**src/core/efim_pkg.sv**
```systemverilog
// Package: register map, field positions, vectors and reset values for the E1 interrupt and code-detect block
package efim_pkg;
   localparam logic [7:0] EFIM_ADDR_PATTERN = 8'h18;
   localparam logic [7:0] EFIM_ADDR_PMASK = 8'h19;
   localparam logic [7:0] EFIM_ADDR_CTRL = 8'h1A;
   localparam logic [7:0] EFIM_ADDR_MASK0 = 8'h1B;
   localparam logic [7:0] EFIM_ADDR_MASK1 = 8'h1C;
   localparam logic [7:0] EFIM_ADDR_STAT0 = 8'h20;
   localparam logic [7:0] EFIM_ADDR_STAT1 = 8'h21;
   localparam logic [7:0] EFIM_ADDR_VECTOR = 8'h22;
   localparam logic [7:0] EFIM_ADDR_MATCH = 8'h23;
   localparam logic [7:0] EFIM_RESET_VAL = 8'h00;
   localparam logic [7:0] EFIM_CTRL_USED = 8'hDC;
   localparam logic [7:0] EFIM_MASK1_USED = 8'hFD;
   localparam int EFIM_CTRL_DELAY = 7;
   localparam int EFIM_CTRL_SUSPEND = 6;
   localparam int EFIM_CTRL_TXSIG = 4;
   localparam int EFIM_CTRL_REGSIG = 3;
   localparam int EFIM_CTRL_BERSRC = 2;
   localparam int EFIM_M0_SYNC = 7;
   localparam int EFIM_M0_RAI = 6;
   localparam int EFIM_M0_AIS = 5;
   localparam int EFIM_M0_AIS16 = 4;
   localparam int EFIM_M0_LOS = 3;
   localparam int EFIM_M0_FER = 2;
   localparam int EFIM_M0_VIOLATION_OVERFLOW_MASK = 1;
   localparam int EFIM_M0_SLIP = 0;
   localparam int EFIM_M1_EBIT = 7;
   localparam int EFIM_M1_CRC = 6;
   localparam int EFIM_M1_CEF = 5;
   localparam int EFIM_M1_BPV = 4;
   localparam int EFIM_M1_RCR = 3;
   localparam int EFIM_M1_BER = 2;
   localparam int EFIM_M1_SIG = 0;
   // Vector codes, nine bits so the widest printed code fits unchanged
   localparam logic [8:0] EFIM_VEC_NONE = 9'h000;
   localparam logic [8:0] EFIM_VEC_SYNC = 9'h100;
   localparam logic [8:0] EFIM_VEC_ALARM = 9'h040;
   localparam logic [8:0] EFIM_VEC_FER = 9'h040;
   localparam logic [8:0] EFIM_VEC_OVF = 9'h010;
   localparam logic [8:0] EFIM_VEC_ERR = 9'h020;
   localparam logic [8:0] EFIM_VEC_DATA = 9'h002;
   localparam logic [8:0] EFIM_VEC_SLIP = 9'h004;
   localparam logic [8:0] EFIM_VEC_SIG = 9'h001;
   localparam logic [15:0] EFIM_BPV_MAX = 16'hFFFF;
endpackage

```
**src/core/efim_top.sv**
```systemverilog
// Interrupt mask, control word and receive code-detect logic of an E1 framer
`timescale 1ns/10ps
module efim_top
   import efim_pkg::*;
(
   input wire logic clk,
   input wire logic rst,
   input wire logic [7:0] addr,
   input wire logic [7:0] wdata,
   input wire logic wr,
   input wire logic rd,
   output logic [7:0] rdata,
   input wire logic rx_slot_valid,
   input wire logic [7:0] rx_slot_data,
   input wire logic slot_compare_select,
   input wire logic ev_sync_loss,
   input wire logic ev_remote_alarm,
   input wire logic ev_ais,
   input wire logic ev_ais16,
   input wire logic ev_signal_loss,
   input wire logic ev_frame_error,
   input wire logic ev_bpv,
   input wire logic ev_slip,
   input wire logic ev_remote_crc,
   input wire logic ev_local_crc,
   input wire logic ev_alarm_crc_inc,
   input wire logic ev_fas_bit_error,
   input wire logic ev_buffer_bit_error,
   input wire logic ev_abcd_change,
   output logic receive_delay_select,
   output logic tx_signalling_mode,
   output logic register_signalling_select,
   output logic bit_error_source_select,
   output logic bit_error_count,
   output logic [7:0] bit_error_counter,
   output logic irq_n_out,
   output logic irq_n_oe_n
);
   logic [7:0] match_pattern;
   logic [7:0] match_pattern_mask;
   logic [7:0] ctrl;
   logic [7:0] mask0;
   logic [7:0] mask1;
   logic [7:0] stat0;
   logic [7:0] stat1;
   logic match_flag;
   logic [15:0] bpv_count;
   logic prev_frame_error;
   logic [8:0] vector;
   logic [7:0] ev0;
   logic [7:0] ev1;
   logic [7:0] en0;
   logic [7:0] en1;
   logic bpv_wrap;
   logic cef_event;
   logic bit_err_event;
   logic match_event;
   logic suspend;
   logic pending;
   logic clr0;
   logic clr1;
   logic clrm;

   // Masked equality: only positions whose mask bit is one take part
   function automatic logic efim_masked_eq(input logic [7:0] a, input logic [7:0] b, input logic [7:0] m);
      efim_masked_eq = ((a ^ b) & m) == 8'h00;
   endfunction

   assign suspend = ctrl[EFIM_CTRL_SUSPEND];
   // Slot compare, MSB first matches register bit order directly
   assign match_event = rx_slot_valid && slot_compare_select &&
                        efim_masked_eq(rx_slot_data, match_pattern, match_pattern_mask);
   assign bpv_wrap = ev_bpv && (bpv_count == EFIM_BPV_MAX);
   assign cef_event = ev_frame_error && prev_frame_error;
   assign bit_err_event = ctrl[EFIM_CTRL_BERSRC] ? ev_buffer_bit_error : ev_fas_bit_error;

   // Event vectors laid out like the mask words
   assign ev0 = {ev_sync_loss, ev_remote_alarm, ev_ais, ev_ais16, ev_signal_loss,
                 ev_frame_error, bpv_wrap, ev_slip};
   assign ev1 = {ev_remote_crc, ev_local_crc, cef_event, ev_bpv, ev_alarm_crc_inc,
                 bit_err_event, 1'b0, ev_abcd_change};
   // Mask zero is active-high masking, mask one active-high enabling
   assign en0 = ~mask0;
   assign en1 = mask1 & EFIM_MASK1_USED;

   assign clr0 = wr && (addr == EFIM_ADDR_STAT0);
   assign clr1 = wr && (addr == EFIM_ADDR_STAT1);
   assign clrm = wr && (addr == EFIM_ADDR_MATCH);

   // Control registers written by software
   always_ff @(posedge clk) begin
      if (rst) begin
         match_pattern <= EFIM_RESET_VAL;
         match_pattern_mask <= EFIM_RESET_VAL;
         ctrl <= EFIM_RESET_VAL;
         mask0 <= EFIM_RESET_VAL;
         mask1 <= EFIM_RESET_VAL;
      end else if (wr) begin
         unique case (addr)
            EFIM_ADDR_PATTERN: match_pattern <= wdata;
            EFIM_ADDR_PMASK: match_pattern_mask <= wdata;
            EFIM_ADDR_CTRL: ctrl <= wdata & EFIM_CTRL_USED;
            EFIM_ADDR_MASK0: mask0 <= wdata;
            EFIM_ADDR_MASK1: mask1 <= wdata & EFIM_MASK1_USED;
            default: ;
         endcase
      end
   end

   // Sticky status; a new event wins over a write-one clear. Suspend drops sources.
   always_ff @(posedge clk) begin
      if (rst) begin
         stat0 <= EFIM_RESET_VAL;
         stat1 <= EFIM_RESET_VAL;
         match_flag <= 1'b0;
      end else begin
         stat0 <= ((clr0 ? stat0 & ~wdata : stat0) | (suspend ? 8'h00 : ev0 & en0));
         stat1 <= ((clr1 ? stat1 & ~wdata : stat1) | (suspend ? 8'h00 : ev1 & en1));
         match_flag <= ((clrm && wdata[0]) ? 1'b0 : match_flag) | (match_event && !suspend);
      end
   end

   // Violation counter and consecutive frame error history
   always_ff @(posedge clk) begin
      if (rst) begin
         bpv_count <= 16'h0000;
         prev_frame_error <= 1'b0;
      end else begin
         if (ev_bpv) begin
            bpv_count <= bpv_count + 16'h0001;
         end
         if (ev_frame_error || ev_fas_ok_frame()) begin
            prev_frame_error <= ev_frame_error;
         end
      end
   end

   // Frame boundary without error is not separately reported; history is cleared only by reset, as no error-free frame indication is available
   function automatic logic ev_fas_ok_frame();
      ev_fas_ok_frame = 1'b0;
   endfunction

   // Bit error counter driven from the selected source
   always_ff @(posedge clk) begin
      if (rst) begin
         bit_error_counter <= 8'h00;
         bit_error_count <= 1'b0;
      end else begin
         bit_error_count <= bit_err_event;
         if (bit_err_event) begin
            bit_error_counter <= bit_error_counter + 8'h01;
         end
      end
   end

   // Highest-priority pending vector for software
   always_comb begin
      vector = EFIM_VEC_NONE;
      if (stat0[EFIM_M0_SYNC]) vector = EFIM_VEC_SYNC;
      else if (|stat0[EFIM_M0_RAI:EFIM_M0_LOS]) vector = EFIM_VEC_ALARM;
      else if (stat0[EFIM_M0_FER]) vector = EFIM_VEC_FER;
      else if (|stat1[EFIM_M1_EBIT:EFIM_M1_BER]) vector = EFIM_VEC_ERR;
      else if (stat0[EFIM_M0_VIOLATION_OVERFLOW_MASK]) vector = EFIM_VEC_OVF;
      else if (stat0[EFIM_M0_SLIP]) vector = EFIM_VEC_SLIP;
      else if (match_flag) vector = EFIM_VEC_DATA;
      else if (stat1[EFIM_M1_SIG]) vector = EFIM_VEC_SIG;
   end

   assign pending = (|stat0) || (|stat1) || match_flag;

   // Read data one cycle after the strobe; unmapped reads return zero
   always_ff @(posedge clk) begin
      if (rst) begin
         rdata <= 8'h00;
      end else if (rd) begin
         unique case (addr)
            EFIM_ADDR_PATTERN: rdata <= match_pattern;
            EFIM_ADDR_PMASK: rdata <= match_pattern_mask;
            EFIM_ADDR_CTRL: rdata <= ctrl;
            EFIM_ADDR_MASK0: rdata <= mask0;
            EFIM_ADDR_MASK1: rdata <= mask1;
            EFIM_ADDR_STAT0: rdata <= stat0;
            EFIM_ADDR_STAT1: rdata <= stat1;
            EFIM_ADDR_VECTOR: rdata <= vector[8:1];
            EFIM_ADDR_MATCH: rdata <= {7'h00, match_flag};
            default: rdata <= 8'h00;
         endcase
      end else begin
         rdata <= 8'h00;
      end
   end

   // Mode outputs and open-drain request; enable low means driving low
   always_ff @(posedge clk) begin
      if (rst) begin
         receive_delay_select <= 1'b0;
         tx_signalling_mode <= 1'b0;
         register_signalling_select <= 1'b0;
         bit_error_source_select <= 1'b0;
         irq_n_out <= 1'b1;
         irq_n_oe_n <= 1'b1;
      end else begin
         receive_delay_select <= ctrl[EFIM_CTRL_DELAY];
         tx_signalling_mode <= ctrl[EFIM_CTRL_TXSIG];
         register_signalling_select <= ctrl[EFIM_CTRL_REGSIG];
         bit_error_source_select <= ctrl[EFIM_CTRL_BERSRC];
         irq_n_out <= 1'b0;
         irq_n_oe_n <= !(pending && !suspend);
      end
   end
endmodule

```
**config.mk**
```make
export PLATFORM = sky130hd
export DESIGN_NAME = efim_top
export DESIGN_NICKNAME = d
export VERILOG_FILES = /design/src/core/efim_pkg.sv /design/src/core/efim_top.sv
export SDC_FILE = /design/constraint.sdc
export NUM_CORES = 1
export LEC_CHECK = 0
export BUFFER_PORTS_ARGS = -buffer_cell sky130_fd_sc_hd__buf_2
export CAP_MARGIN = 20
export CORE_ASPECT_RATIO = 1.5
export CORE_MARGIN = 5
export CORE_UTILIZATION = 35
export DETAILED_ROUTE_END_ITERATION = 8
export GPL_TIMING_DRIVEN = 1
export PLACE_DENSITY_LB_ADDON = 0.15
export SKIP_CTS_REPAIR_TIMING = 1
export SLEW_MARGIN = 25
export SYNTH_ARGS = -nofsm -noshare
export SYNTH_HDL_FRONTEND = slang
export SYNTH_SLANG_ARGS = --single-unit
export TNS_END_PERCENT = 50
```
**constraint.sdc**
```tcl
create_clock -name clk -period 5.33 [get_ports clk]
set_input_delay 0.7995 -clock clk [delete_from_list [all_inputs] [get_ports clk]]
set_output_delay 0.7995 -clock clk [all_outputs]
set_load 0.01 [all_outputs]
```
==> flow_metrics.env <==
export IMPL_rr_endpoint="rdata[1]"
export IMPL_portBuffers=66
export IMPL_initialDrtViolationCount=189
export IMPL_ys_top_cells_by_area="dfxtp_1 44%, nor2_1 7.1%, mux2i_1 5.9%"
export IMPL_antenna_found_initial=0
export IMPL_coreArea_um2=12000
export IMPL_synth_ff_type="dfxtp_1"
export IMPL_outcome="complete, no violations"
export IMPL_post_route_period_util_pct=48.6
export IMPL_path_cells="buf_2 > or4b_1 > nor3_1 > nand4_1 > a22oi_1 > nor2_1"
export IMPL_final_nets=587
export IMPL_cts_buffer_depth=2
export IMPL_timing_hold_violations_final=0
export IMPL_drt_pass1_iterations=4
export IMPL_synth_xor_area_share_pct=6.20
export IMPL_pwr_share_comb_pct=7.0
export IMPL_wl_per_cell_um=17.9
export IMPL_final_cell_mix="93 x dfxtp_1, 79 x nor2_1, 66 x buf_2, 46 x nand2_1, 35 x a21oi_1"
export IMPL_synth_cell_types=51
export IMPL_drtAntennaViolNets=0
export IMPL_cts_clk_slew_worst_paths_ps=70
export IMPL_htreeDepth=3
export IMPL_synth_top_family_by_area="simple AND/OR/NAND/NOR gates"
export IMPL_seqPwrFrac_pct=51.0
export IMPL_cts_tree="yes"
export IMPL_grt_ovfl_total=0
export IMPL_vdd_ir_drop_max_uv=179
export IMPL_synth_area_um2=4240
export IMPL_via_per_inst=5.28
export IMPL_start_util_pct=35.5
export IMPL_synth_fp_nets=535
export IMPL_crit_path_start_kind="input port"
export IMPL_yosysTopAreaCellShare_pct=43.9
export IMPL_slew_headroom_pct=27.6
export IMPL_criticalPathCategory="input port to flop"
export IMPL_io_pin_count=67
export IMPL_ys_seq_elements=93
export IMPL_cts_buffers=9
export IMPL_max_freq_mhz=386
export IMPL_die_area_um2=14500
export IMPL_final_common_cell="dfxtp_1"
export IMPL_critPathMaxFanout=7
export IMPL_slowest_delay_ps=860
export IMPL_synthArstFlopShare_pct=0
export IMPL_clock_sinks=93
export IMPL_vias=3694
export IMPL_synth_warnings=0
export IMPL_grt_pass1_wl_um=19900
export IMPL_track_usage_pct=17.7
export IMPL_cp_arrival_ps=2810
export IMPL_synth_avg_cell_area_um2=8.67
export IMPL_p_int_mw=1.06
export IMPL_reg2reg_from="stat0[2]"
export IMPL_p_clk_share_pct=42.0
export IMPL_tightest_slew_ps=1080
export IMPL_synth_adder_area_share_pct=0.590
export IMPL_yosysSeqAreaShare_pct=43.9
export IMPL_synth_compound_area_share_pct=10.5
export IMPL_synthSimpleGateAreaFrac_pct=25.6
export IMPL_fin_crit_ps=2590
export IMPL_powerDensity_nw_per_um2=283
export IMPL_reg2reg_depth=5
export IMPL_rsz0062_at_grt="false"
export IMPL_drv_cap=0
export IMPL_post_dp_hpwl_um=9180
export IMPL_rows=49
export IMPL_r2r_slack_ps=3360
export IMPL_endpoint="stat0[0]"
export IMPL_p_sw_mw=0.341
export IMPL_hold_path_class="flop to flop"
export IMPL_route_detailed_drc=0
export IMPL_synth_edff_count=0
export IMPL_cpMaxStageDelayCell="nor3_1"
export IMPL_routed_wl_um=12500
export IMPL_swShare_pct=24.4
export IMPL_slew_viol_final=0
export IMPL_drive_above_1_share_pct=19.2
export IMPL_startpoint="addr[4]"
export IMPL_p_total_mw=1.40
export IMPL_finalClockSkew_ps=7.63
export IMPL_grt_pass1_vias=3629
export IMPL_end_kind="flop"
export IMPL_synthMuxAreaShare_pct=9.62
export IMPL_clk_latency_ps=340
export IMPL_worstPathRequired_ps=5540
export IMPL_fp_dieH_um=145
export IMPL_setup_viol=0
export IMPL_setup_tns_ps=0
export IMPL_leakagePower_nw=1.88
export IMPL_num_antenna_cells=0
export IMPL_gp_congestion=0.869
export IMPL_syn_to_final_growth_pct=16.6
export IMPL_grt_max_degree=46
export IMPL_netlist_instances=489
export IMPL_yosys_area_top_type="dfxtp_1"
export IMPL_root_buffer="clkbuf_16"
export IMPL_die_x_um=99.9
-- through the flow --
stage	std cells	hold WS, ps	cell area (um2)	setup WS [ps]	utilization [%]
after floorplan	489	434	4240	2810	-
after global placement	683	448	4670	2270	39.1
after detailed placement	683	462	4670	2190	39.1
after CTS	699	470	4940	2540	41.3
after global routing	699	497	4940	2660	41.3
final	699	472	4940	2740	41.3
-- critical path, delay by kind of cell --
family | cells | cell delay [ps]
AND/OR/NAND/NOR | 4 | 1720
AO/OA/AOI/OAI | 1 | 180
buffers and inverters | 1 | 100
-- area by class of cell --
cell class	count	area, um2
Clock buffer	11	233
Clock inverter	5	35.0
Fill cell	1246	7010
Inverter	7	26.3
Multi-Input combinational cell	360	2230
Sequential cell	93	1860
Tap cell	153	191
Timing Repair Buffer	70	360
-- logic make-up after synthesis --
kind of cell,Yosys count
XOR/XNOR,30
adder cells (fa/ha/maj),2
flip-flops,93
AND/OR/NAND/NOR,220
multiplexers,38
buffers and inverters,36
AO/OA/AOI/OAI,70
-- power by group through the flow --
stage          clock network, mW  registers [mW]  logic, mW
2_1_floorplan                  0           0.728     0.0523
3_3_place_gp                   0           0.729     0.0962
3_5_place_dp                   0           0.729     0.0972
4_1_cts                    0.606           0.713     0.0975
5_1_grt                    0.637           0.714      0.106
6_report                   0.587           0.713     0.0974
-- synth_stat cells, types with 2 or more instances --
master,n
xor2_1,23
buf_1,4
ha_1,2
buf_6,2
nand2_1,46
a22o_1,4
nand3b_1,4
nand2b_1,4
inv_1,7
a22oi_1,9
nand4b_1,3
dfxtp_1,93
xnor2_1,7
nor2b_1,6
nor3_1,4
nand4_1,27
o21ai_0,2
nand3_1,23
and3_1,4
nor4_1,4
clkbuf_1,22
a31oi_1,5
or3_1,3
nor2_1,80
a21o_1,2
mux2_2,12
a32oi_1,5
a21oi_1,35
mux2i_1,25
-- sequential cells by signal (all words and copies together), names as in the netlist --
register and flops:
mask1 7, tx_signalling_mode 1, bpv_count 16, stat0 8
match_pattern_mask 8, irq_n_out 1, match_flag 1, ctrl 5
prev_frame_error 1, match_pattern 8, bit_error_count 1, mask0 8
register_signalling_select 1, bit_error_counter 8, irq_n_oe_n 1, bit_error_source_select 1
rdata 8, receive_delay_select 1, stat1 8
-- per-layer routing --
layer | up-vias | global-route usage [%] | share of wire, %
met1 | 1752 | 20.8 | 40
met4 | 0 | 7.91 | 2.7
met3 | 20 | 2.54 | 3.3
met5 | - | 0 | 0
met2 | 95 | 31.7 | 54
li1 | 1827 | - | -
-- worst min-delay path by stage --
stage	slack, ps	start	end	cells after the start
2_1_floorplan	430	stat1[1]	irq_n_oe_n	1
3_3_place_gp	450	prev_frame_error	stat1[5]	2
3_5_place_dp	460	prev_frame_error	stat1[5]	2
4_1_cts	470	prev_frame_error	stat1[5]	2
5_1_grt	500	ctrl[4]	tx_signalling_mode	1
6_report	470	prev_frame_error	stat1[5]	2
Power figures use the tool's default switching activity.
